[src/inc/ptl_pkg.sv]
/*
 * holds the shared constants of the pressure/temperature pwm frame link:
 * clock rate, tick rate, frame block lengths, pulse coding and sample layout.
 * assumes a single 20 MHz clock; all times are counted in 100 ns ticks.
 */
`default_nettype none

package ptl_pkg;

   // ****************************************************************
   // clock and tick timing
   // ****************************************************************
   localparam int unsigned CLK_PERIOD_NS = 50;                           // 20 MHz
   localparam int unsigned TICK_NS       = 100;                          // resolution of 0.1 us
   localparam int unsigned TICK_CYC      = TICK_NS / CLK_PERIOD_NS;      // clocks per tick
   localparam int unsigned TICKS_PER_US  = 1000 / TICK_NS;

   // ****************************************************************
   // frame layout: diagnostic block then two value blocks
   // ****************************************************************
   localparam int unsigned FRAME_US      = 9216;
   localparam int unsigned DIAG_BLK_US   = 1024;
   localparam int unsigned VAL_BLK_US    = 4096;
   localparam int unsigned DIAG_BLK_TICKS = DIAG_BLK_US * TICKS_PER_US;
   localparam int unsigned VAL_BLK_TICKS  = VAL_BLK_US * TICKS_PER_US;

   // ****************************************************************
   // diagnostic pulse widths in us
   // ****************************************************************
   localparam int unsigned DIAG_OK_US    = 256;
   localparam int unsigned DIAG_PRES_US  = 384;
   localparam int unsigned DIAG_TEMP_US  = 512;
   localparam int unsigned DIAG_HW_US    = 640;

   // ****************************************************************
   // value coding: width = slope * value + offset for temperature, slope * value - offset for pressure
   // ****************************************************************
   localparam int          TEMP_SLOPE_TICKS = 192;   // 19.2 us per degree C
   localparam int          TEMP_OFFS_US     = 896;
   localparam int          TEMP_MIN_C       = -40;
   localparam int          TEMP_MAX_C       = 160;
   localparam int          PRES_SLOPE_TICKS = 384;   // 38.4 us per 0.1 bar
   localparam int          PRES_OFFS_US     = 64;
   localparam int          PRES_MIN_DBAR    = 5;     // 0.5 bar
   localparam int          PRES_MAX_DBAR    = 105;   // 10.5 bar

   // ****************************************************************
   // sample word layout
   // ****************************************************************
   localparam int unsigned TEMP_W        = 9;        // signed degrees C
   localparam int unsigned PRES_W        = 7;        // units of 0.1 bar
   localparam int unsigned DIAG_W        = 2;
   localparam int unsigned SMP_W         = DIAG_W + TEMP_W + PRES_W;
   localparam int unsigned WID_W         = 16;       // pulse and block counters
   localparam int unsigned FIFO_DEPTH    = 16;

   // diagnostic state carried in the sample word
   typedef enum logic [1:0] {
      DIAG_OK   = 2'h0,
      DIAG_PRES = 2'h1,
      DIAG_TEMP = 2'h2,
      DIAG_HW   = 2'h3
   } ptl_diag_type;

   // frame sequencer states, one-hot
   typedef enum logic [4:0] {
      ST_IDLE  = 5'h01,
      ST_DIAG  = 5'h02,
      ST_TEMP  = 5'h04,
      ST_PRES  = 5'h08,
      ST_FAULT = 5'h10
   } ptl_state_type;

endpackage

`default_nettype wire

[src/design/ptl_fifo.sv]
/*
 * holds a synchronous valid/ready fifo with width and depth parameters.
 * assumes one clock and a synchronous active-high reset; depth is a power of two.
 */
`timescale 1ns/1ps
`default_nettype none

module ptl_fifo #(
   parameter int unsigned WIDTH = 18,
   parameter int unsigned DEPTH = 16
) (
   // clock and reset
   input  wire logic             i_mclk,
   input  wire logic             i_rst,
   // fill side
   input  wire logic             i_wr_valid,
   output logic                  o_wr_ready,
   input  wire logic [WIDTH-1:0] i_wr_data,
   // drain side
   output logic                  o_rd_valid,
   input  wire logic             i_rd_ready,
   output logic      [WIDTH-1:0] o_rd_data
);

   localparam int unsigned AW = $clog2(DEPTH);

   // ****************************************************************
   // storage and pointers
   // ****************************************************************
   logic [WIDTH-1:0] mem_ff [DEPTH];
   logic [AW:0]      wr_ptr_ff;
   logic [AW:0]      rd_ptr_ff;
   logic             do_wr;
   logic             do_rd;

   // extra pointer bit tells full from empty without a counter
   assign o_wr_ready = (wr_ptr_ff[AW] == rd_ptr_ff[AW]) || (wr_ptr_ff[AW-1:0] != rd_ptr_ff[AW-1:0]);
   assign o_rd_valid = (wr_ptr_ff != rd_ptr_ff);
   assign o_rd_data  = mem_ff[rd_ptr_ff[AW-1:0]];
   assign do_wr      = i_wr_valid && o_wr_ready;
   assign do_rd      = o_rd_valid && i_rd_ready;

   // storage write, no reset needed on data
   always_ff @(posedge i_mclk)
   begin
      if (do_wr)
      begin
         mem_ff[wr_ptr_ff[AW-1:0]] <= i_wr_data;
      end
   end

   // pointer update
   always_ff @(posedge i_mclk)
   begin
      if (i_rst)
      begin
         wr_ptr_ff <= '0;
         rd_ptr_ff <= '0;
      end
      else
      begin
         if (do_wr)
         begin
            wr_ptr_ff <= wr_ptr_ff + 1'b1;
         end
         if (do_rd)
         begin
            rd_ptr_ff <= rd_ptr_ff + 1'b1;
         end
      end
   end

endmodule

`default_nettype wire

[src/design/ptl_frame_link.sv]
/*
 * holds the pwm frame generator of the pressure/temperature sensor link:
 * samples queue in a fifo, each frame sends a diagnostic, a temperature and
 * a pressure pulse on one output line; an internal sequencing fault parks
 * the line high. assumes samples come from logic on i_mclk and the fault
 * flag comes from outside the clock domain.
 */
// Function
// - readings and diagnosis sent only as widths
// - frame repeats every 9216 us nominal
// - frame length within ten percent of nominal
// - sequencing fault stops frames, line held high
// - diagnostic widths 256, 384, 512 us
// - hardware failure diagnostic width 640 us
// - temperature width 19.2 per degree plus 896
// - pressure width 384 per bar minus 64
`timescale 1ns/1ps
`default_nettype none

module ptl_frame_link #(
   parameter int unsigned P_DIAG_BLK_TICKS = ptl_pkg::DIAG_BLK_TICKS,
   parameter int unsigned P_VAL_BLK_TICKS  = ptl_pkg::VAL_BLK_TICKS,
   parameter int unsigned P_FIFO_DEPTH     = ptl_pkg::FIFO_DEPTH
) (
   // clock and reset
   input  wire logic                               i_mclk,
   input  wire logic                               i_rst,
   // measurement samples
   input  wire logic                               i_smp_valid,
   output logic                                    o_smp_ready,
   input  wire logic signed [ptl_pkg::TEMP_W-1:0]  i_smp_temp,
   input  wire logic        [ptl_pkg::PRES_W-1:0]  i_smp_pres,
   input  wire logic                               i_smp_pres_fail,
   input  wire logic                               i_smp_temp_fail,
   input  wire logic                               i_smp_hw_fail,
   // internal sequencing fault, asynchronous level
   input  wire logic                               i_seq_fault,
   // link line and status
   output logic                                    o_pwm,
   output logic                                    o_frame_start,
   output logic                                    o_fault
);

   // ****************************************************************
   // width coding functions
   // ****************************************************************

   // temperature degrees to ticks, clamped to the measuring range
   function automatic logic [ptl_pkg::WID_W-1:0] temp_ticks(input logic signed [ptl_pkg::TEMP_W-1:0] t);
      int v;
      v = int'(t);
      if (v < ptl_pkg::TEMP_MIN_C)
      begin
         v = ptl_pkg::TEMP_MIN_C;
      end
      if (v > ptl_pkg::TEMP_MAX_C)
      begin
         v = ptl_pkg::TEMP_MAX_C;
      end
      v = ptl_pkg::TEMP_SLOPE_TICKS * v + ptl_pkg::TEMP_OFFS_US * int'(ptl_pkg::TICKS_PER_US);
      return v[ptl_pkg::WID_W-1:0];
   endfunction

   // pressure in 0.1 bar to ticks, clamped to the measuring range
   function automatic logic [ptl_pkg::WID_W-1:0] pres_ticks(input logic [ptl_pkg::PRES_W-1:0] p);
      int v;
      v = int'(p);
      if (v < ptl_pkg::PRES_MIN_DBAR)
      begin
         v = ptl_pkg::PRES_MIN_DBAR;
      end
      if (v > ptl_pkg::PRES_MAX_DBAR)
      begin
         v = ptl_pkg::PRES_MAX_DBAR;
      end
      v = ptl_pkg::PRES_SLOPE_TICKS * v - ptl_pkg::PRES_OFFS_US * int'(ptl_pkg::TICKS_PER_US);
      return v[ptl_pkg::WID_W-1:0];
   endfunction

   // diagnostic code to ticks
   function automatic logic [ptl_pkg::WID_W-1:0] diag_ticks(input ptl_pkg::ptl_diag_type d);
      int unsigned us;
      unique case (d)
         ptl_pkg::DIAG_OK:   us = ptl_pkg::DIAG_OK_US;
         ptl_pkg::DIAG_PRES: us = ptl_pkg::DIAG_PRES_US;
         ptl_pkg::DIAG_TEMP: us = ptl_pkg::DIAG_TEMP_US;
         ptl_pkg::DIAG_HW:   us = ptl_pkg::DIAG_HW_US;
      endcase
      us = us * ptl_pkg::TICKS_PER_US;
      return us[ptl_pkg::WID_W-1:0];
   endfunction

   localparam logic [ptl_pkg::WID_W-1:0] DIAG_LAST = ptl_pkg::WID_W'(P_DIAG_BLK_TICKS - 1);
   localparam logic [ptl_pkg::WID_W-1:0] VAL_LAST  = ptl_pkg::WID_W'(P_VAL_BLK_TICKS - 1);
   localparam logic [1:0]                TICK_LAST = 2'(ptl_pkg::TICK_CYC - 1);

   // ****************************************************************
   // sample fifo
   // ****************************************************************
   ptl_pkg::ptl_diag_type           smp_diag;
   logic [ptl_pkg::SMP_W-1:0]       smp_word;
   logic [ptl_pkg::SMP_W-1:0]       q_word;
   logic                            q_valid;
   logic                            q_ready;

   // worst failure wins the single diagnostic slot
   always_comb
   begin
      if (i_smp_hw_fail)
      begin
         smp_diag = ptl_pkg::DIAG_HW;
      end
      else if (i_smp_temp_fail)
      begin
         smp_diag = ptl_pkg::DIAG_TEMP;
      end
      else if (i_smp_pres_fail)
      begin
         smp_diag = ptl_pkg::DIAG_PRES;
      end
      else
      begin
         smp_diag = ptl_pkg::DIAG_OK;
      end
   end

   assign smp_word = {smp_diag, i_smp_temp, i_smp_pres};

   ptl_fifo #(
      .WIDTH (ptl_pkg::SMP_W),
      .DEPTH (P_FIFO_DEPTH)
   ) u_fifo (
      .i_mclk     (i_mclk),
      .i_rst      (i_rst),
      .i_wr_valid (i_smp_valid),
      .o_wr_ready (o_smp_ready),
      .i_wr_data  (smp_word),
      .o_rd_valid (q_valid),
      .i_rd_ready (q_ready),
      .o_rd_data  (q_word)
   );

   // ****************************************************************
   // fault synchroniser and tick divider
   // ****************************************************************
   logic       fault_m_ff;
   logic       fault_s_ff;
   logic [1:0] tick_cnt_ff;
   logic       tick;

   // two flops before the fault level is looked at
   always_ff @(posedge i_mclk)
   begin
      if (i_rst)
      begin
         fault_m_ff <= 1'b0;
         fault_s_ff <= 1'b0;
      end
      else
      begin
         fault_m_ff <= i_seq_fault;
         fault_s_ff <= fault_m_ff;
      end
   end

   // 100 ns tick gives 0.1 us width resolution, enough for the 19.2 us slope
   always_ff @(posedge i_mclk)
   begin
      if (i_rst || tick)
      begin
         tick_cnt_ff <= '0;
      end
      else
      begin
         tick_cnt_ff <= tick_cnt_ff + 2'h1;
      end
   end

   assign tick = (tick_cnt_ff == TICK_LAST);

   // ****************************************************************
   // frame sequencer
   // ****************************************************************
   ptl_pkg::ptl_state_type          state_ff;
   ptl_pkg::ptl_state_type          nxt_state;
   logic [ptl_pkg::WID_W-1:0]       pos_ff;
   logic [ptl_pkg::WID_W-1:0]       diag_w_ff;
   logic [ptl_pkg::WID_W-1:0]       temp_w_ff;
   logic [ptl_pkg::WID_W-1:0]       pres_w_ff;
   logic [ptl_pkg::WID_W-1:0]       cur_w;
   logic [ptl_pkg::WID_W-1:0]       cur_last;
   logic                            blk_end;
   logic                            frame_edge;
   logic                            nxt_pwm;

   // width and length of the block being sent
   always_comb
   begin
      cur_w    = '0;
      cur_last = VAL_LAST;
      unique case (state_ff)
         ptl_pkg::ST_DIAG:
         begin
            cur_w    = diag_w_ff;
            cur_last = DIAG_LAST;
         end
         ptl_pkg::ST_TEMP:  cur_w = temp_w_ff;
         ptl_pkg::ST_PRES:  cur_w = pres_w_ff;
         ptl_pkg::ST_IDLE:  cur_w = '0;
         ptl_pkg::ST_FAULT: cur_w = '0;
      endcase
   end

   assign blk_end    = tick && (pos_ff == cur_last);
   // a new frame begins after the pressure block, or from idle
   assign frame_edge = tick && ((state_ff == ptl_pkg::ST_IDLE) ||
                                ((state_ff == ptl_pkg::ST_PRES) && (pos_ff == VAL_LAST)));
   // a queued sample is taken only at a frame boundary; otherwise the fifo backs up
   assign q_ready    = frame_edge && !fault_s_ff;

   // next state: fixed field order, fault overrides everything
   always_comb
   begin
      nxt_state = state_ff;
      if (fault_s_ff)
      begin
         nxt_state = ptl_pkg::ST_FAULT;
      end
      else
      begin
         unique case (state_ff)
            ptl_pkg::ST_IDLE:  if (tick && q_valid) nxt_state = ptl_pkg::ST_DIAG;
            ptl_pkg::ST_DIAG:  if (blk_end) nxt_state = ptl_pkg::ST_TEMP;
            ptl_pkg::ST_TEMP:  if (blk_end) nxt_state = ptl_pkg::ST_PRES;
            ptl_pkg::ST_PRES:  if (blk_end) nxt_state = ptl_pkg::ST_DIAG;
            ptl_pkg::ST_FAULT: nxt_state = ptl_pkg::ST_FAULT;
            default:           nxt_state = ptl_pkg::ST_IDLE;
         endcase
      end
   end

   // state register; only reset leaves the fault state
   always_ff @(posedge i_mclk)
   begin
      if (i_rst)
      begin
         state_ff <= ptl_pkg::ST_IDLE;
      end
      else
      begin
         state_ff <= nxt_state;
      end
   end

   // position inside the block; exact block lengths keep frame at nominal
   always_ff @(posedge i_mclk)
   begin
      if (i_rst || (state_ff == ptl_pkg::ST_IDLE) || (state_ff == ptl_pkg::ST_FAULT) || blk_end)
      begin
         pos_ff <= '0;
      end
      else if (tick)
      begin
         pos_ff <= pos_ff + 1'b1;
      end
   end

   // widths latched per frame; with an empty fifo the last sample repeats
   always_ff @(posedge i_mclk)
   begin
      if (i_rst)
      begin
         diag_w_ff <= '0;
         temp_w_ff <= '0;
         pres_w_ff <= '0;
      end
      else if (q_ready && q_valid)
      begin
         diag_w_ff <= diag_ticks(ptl_pkg::ptl_diag_type'(q_word[ptl_pkg::SMP_W-1 -: ptl_pkg::DIAG_W]));
         temp_w_ff <= temp_ticks(q_word[ptl_pkg::PRES_W +: ptl_pkg::TEMP_W]);
         pres_w_ff <= pres_ticks(q_word[ptl_pkg::PRES_W-1:0]);
      end
   end

   // ****************************************************************
   // line driver
   // ****************************************************************

   // each block starts high for its coded width, then low
   assign nxt_pwm = (state_ff == ptl_pkg::ST_FAULT) || fault_s_ff ||
                    ((state_ff != ptl_pkg::ST_IDLE) && (pos_ff < cur_w));

   always_ff @(posedge i_mclk)
   begin
      if (i_rst)
      begin
         o_pwm         <= 1'b0;
         o_frame_start <= 1'b0;
         o_fault       <= 1'b0;
      end
      else
      begin
         o_pwm         <= nxt_pwm;
         o_frame_start <= frame_edge && q_valid && !fault_s_ff;
         o_fault       <= (state_ff == ptl_pkg::ST_FAULT) || fault_s_ff; // rises with the parked line
      end
   end

endmodule

`default_nettype wire

[config.mk]
export PLATFORM = sky130hd
export DESIGN_NAME = ptl_frame_link
export DESIGN_NICKNAME = d
export VERILOG_FILES = /design/src/inc/ptl_pkg.sv /design/src/design/ptl_fifo.sv /design/src/design/ptl_frame_link.sv
export SDC_FILE = /design/constraint.sdc
export NUM_CORES = 1
export LEC_CHECK = 0
export BUFFER_PORTS_ARGS = -buffer_cell sky130_fd_sc_hd__buf_2
export CAP_MARGIN = 0
export CORE_MARGIN = 2
export CORE_UTILIZATION = 50
export DETAILED_ROUTE_END_ITERATION = 7
export MAX_ROUTING_LAYER = met4
export PLACE_DENSITY_LB_ADDON = 0.1
export SKIP_CTS_REPAIR_TIMING = 1
export SLEW_MARGIN = 20
export SYNTH_ARGS = -nofsm -noshare
export SYNTH_HDL_FRONTEND = slang
export SYNTH_HIERARCHICAL = 1
export SYNTH_SLANG_ARGS = --single-unit
[constraint.sdc]
create_clock -name i_mclk -period 9.68 [get_ports i_mclk]
set_clock_uncertainty 0.15 [all_clocks]
set_input_delay 0.968 -clock i_mclk [delete_from_list [all_inputs] [get_ports i_mclk]]
set_output_delay 0.968 -clock i_mclk [all_outputs]
set_load 0.005 [all_outputs]
==> reports/qor.csv <==
metric,value,unit
p_comb_share,15.8,%
wl_met3,1474,µm
track_usage,21.01,%
drtPass1Iterations,5,
num_vias,8348,
m1WireLength,14580,µm
slowest_delay,0.65,ns
cts_tree,yes,
cts-root-buf,clkbuf_16,
cp_data_arrival_time,6.36,ns
worstSetupPathType,reg -> reg,
rsz0062_at_grt,no,
via_per_inst,5.900,
avgSynthCellArea,16.37,µm²
cp_num_buf_inv,1,
io_pins,27,
ys_seq_area_share,64.45,%
setup_tns,0,ns
drv_cap,0,
tightest_slew,0.9028,ns
outcome,"complete, no violations",
switching_power,0.0009230,W
grt_pass1_wl,50110,µm
syn_inst,947,
hold_end,tick_cnt_ff[0],
p_clk_share,38.2,%
required,9.96,ns
nFillCells,2404,
crit_top_cell,ha_1,
wl_met2,15780,µm
swShare,24.86,%
fin_crit,6.076,ns
cts_max_level,2,
hold_path_class,reg -> reg,
crit_family,multiplexers,
ant_nets,0,
syn-num-nets,1020,
grt_pass1_vias,8321,
dieArea,32420,µm²
slew-limit-headroom,39.55,%
overflow,0,
r2r_cells,20,
peakVddDrop,143.8,µV
drive_gt1_share,17.39,%
hold_start,tick_cnt_ff[0],
numCtsBuffers,38,
clock_path_buffers,3,
place_hpwl,18910,µm
post_drt_wl_per_cell,22.95,µm
synth_cell_types,69,
antenna_found_initial,1,
clock-sinks,355,
fin_nets,1067,
hold_viol,0,
r2r_end,temp_w_ff[15],
coreArea,30590,µm²
row_count,64,
drv_slew,0,
synth_edf_count,288,
start_util,50.67,%
cp-start-kind,flop,
crit_path_end_kind,flop,
dp_slack,3.606,ns
async_flop_share,0,%
p_int,0.002790,W
yosys_register_bits,355,
grt_max_degree,59,
whs,0.2750,ns
syn-cell-area,15500,µm²
fin_crit_sh,62.77,%
drtIter0Drc,777,
path_cells,buf_4 -> mux4_1 -> mux4_2 -> a21oi_1 -> nand4b_1 -> ha_1 -> o21ai_0 -> a21oi_1 -> nor2_1 -> and2_1 -> ha_1 -> ha_1 -> fa_1 -> a211oi_1 -> nor2_1 -> xor2_1 -> and3_1 -> o21bai_1 -> xnor2_1 -> a211oi_1,
r2r_slack,3.60,ns
setup_slack,3.604,ns
area.growth.synth_to_final,11.68,%
die_w,180.1,µm
drc,0,
worstSkewPairLatency,0.53,ns
numPortBuffers,26,
whs_path_depth,1,
yosysWarningCount,6,
clk_pin_slew_worst_paths,0.06,ns
gp_congestion,0.7650,
path_max_fanout,37,
setup_viol,0,
top_layer,met4,
synth_ff_type,edfxtp_1,
p_per_area,214.5,nW/µm²
cp_slowest_cell,buf_4,
power_leakage,5.803,nW
seqPwrFrac,46.0,%
fmax,0.1646,GHz
dieHeight,180.1,µm
routed_wl,32470,µm
cells in the final DEF, fill, tap and decap left out, types with 3 or more instances in the layout:
master       n
nand2b_1     6
o21bai_1     4
nor2_1      63
a21oi_1     43
o21a_1       3
buf_4       20
inv_1       25
ha_1        48
mux4_2      58
and2_1       7
nand3_1     11
mux2i_1      8
mux4_1      32
o311ai_0     6
and4_1       5
and3_1      21
nor3_1      13
buf_2       26
xnor2_1     23
edfxtp_1   288
a211oi_1     5
nand4_1      8
mux2_2       5
clkbuf_16   38
o211ai_1     4
a22oi_1      3
clkbuf_1    12
xor2_1      16
clkbuf_8     6
or3_1        3
clkinv_1     3
nor4_1       4
nor2b_1     10
nand2_1     48
o21ai_0     18
a21o_1       9
dfxtp_1     65
bufinv_16    3
a222oi_1     6
area by class of cell:
class / instances / area [µm²] / share of cell area (%)
flip-flops and latches: 355 / 9995 / 57.74
multi-input cells: 526 / 5196 / 30.02
clock buffers: 56 / 1079 / 6.231
well taps: 396 / 495.5 / 2.862
repair buffers: 47 / 307.8 / 1.778
clock inverters: 8 / 137.6 / 0.7951
inverters: 26 / 97.59 / 0.5638
diodes: 1 / 2.502 / 0.01446
registers in the layout, indices dropped and copies added, names as in the netlist, named ones only:
name              cells
u_fifo/rd_ptr_ff      5
temp_w_ff            10
u_fifo/mem_ff       288
o_frame_start         1
fault_m_ff            1
pres_w_ff             9
u_fifo/wr_ptr_ff      5
o_fault               1
fault_s_ff            1
state_ff              5
pos_ff               16
o_pwm                 1
diag_w_ff             6
tick_cnt_ff           2
through the flow:
| step | std cells | util (%) | total power (W) | area (µm²) |
|---|---|---|---|---|
| floorplan | 947 | - | 0.002205 | 15500 |
| global placement | 1349 | 52.47 | 0.002323 | 16050 |
| detailed placement | 1350 | 52.59 | 0.002331 | 16090 |
| CTS | 1414 | 56.56 | 0.003753 | 17300 |
| global route | 1415 | 56.59 | 0.003879 | 17310 |
| finish | 1415 | 56.59 | 0.003713 | 17310 |
how the worst max path moves through the flow:
stage	start	end	slack (ns)	depth (start not counted)
after global placement	flop	temp_w_ff[15]	3.69	20
after global routing	flop	temp_w_ff[15]	3.07	20
after CTS	flop	temp_w_ff[15]	3.56	20
after detailed placement	flop	temp_w_ff[15]	3.61	20
after floorplan	flop	temp_w_ff[15]	4.72	21
final	flop	temp_w_ff[15]	3.60	20
cell families after synthesis:
family | synth area share, %
adders and majority gates | 4.133
muxes | 14.73
xor gates and xnor gates | 2.204
DFF | 64.45
AOI/OAI and AO/OA | 5.207
buffers and inverters | 2.212
and+or+nand+nor | 7.063
power by group through the flow:
| stage | clock network (W) | registers, W | logic, W |
|---|---|---|---|
| 5_1_grt | 0.00151 | 0.00171 | 0.000658 |
| 3_3_place_gp | 0 | 0.00174 | 0.000584 |
| 4_1_cts | 0.00145 | 0.00171 | 0.000594 |
| 6_report | 0.00142 | 0.00171 | 0.000588 |
| 2_1_floorplan | 0 | 0.00173 | 0.000476 |
| 3_5_place_dp | 0 | 0.00174 | 0.000590 |
layer usage:
metal  GRT usage, %  vias up
met4          5.355        0
li1               -     3859
met1          28.81     4247
met5              -        -
met3          2.749       48
met2          33.73      194
cell usage after synthesis (all sizes together) (3+ instances only):
master	n	area [µm²]
a22oi	3	22.52
or3	3	18.77
o211ai	5	42.54
nand2b	6	37.54
o21a	3	22.52
a211oi	5	37.54
o21ai	19	95.09
nand3	11	55.05
o21bai	4	30.03
mux4	90	2147
a21o	9	67.56
a222oi	6	60.06
dfxtp	67	1341
nand4	9	62.56
mux2	5	56.30
ha	48	600.6
nand2	48	180.2
and2	7	43.79
mux2i	8	80.08
nor4	5	31.28
xor2	16	140.1
xnor2	23	201.4
nor2	63	236.5
nor2b	10	62.56
o311ai	6	52.55
a21oi	46	245.2
edfxtp	288	8648
nor3	13	65.06
and4	5	43.79
buf	23	170.2
clkbuf	16	66.32
and3	23	143.9
inv	26	97.59
Note: power is estimated with default switching activity, not from simulation.
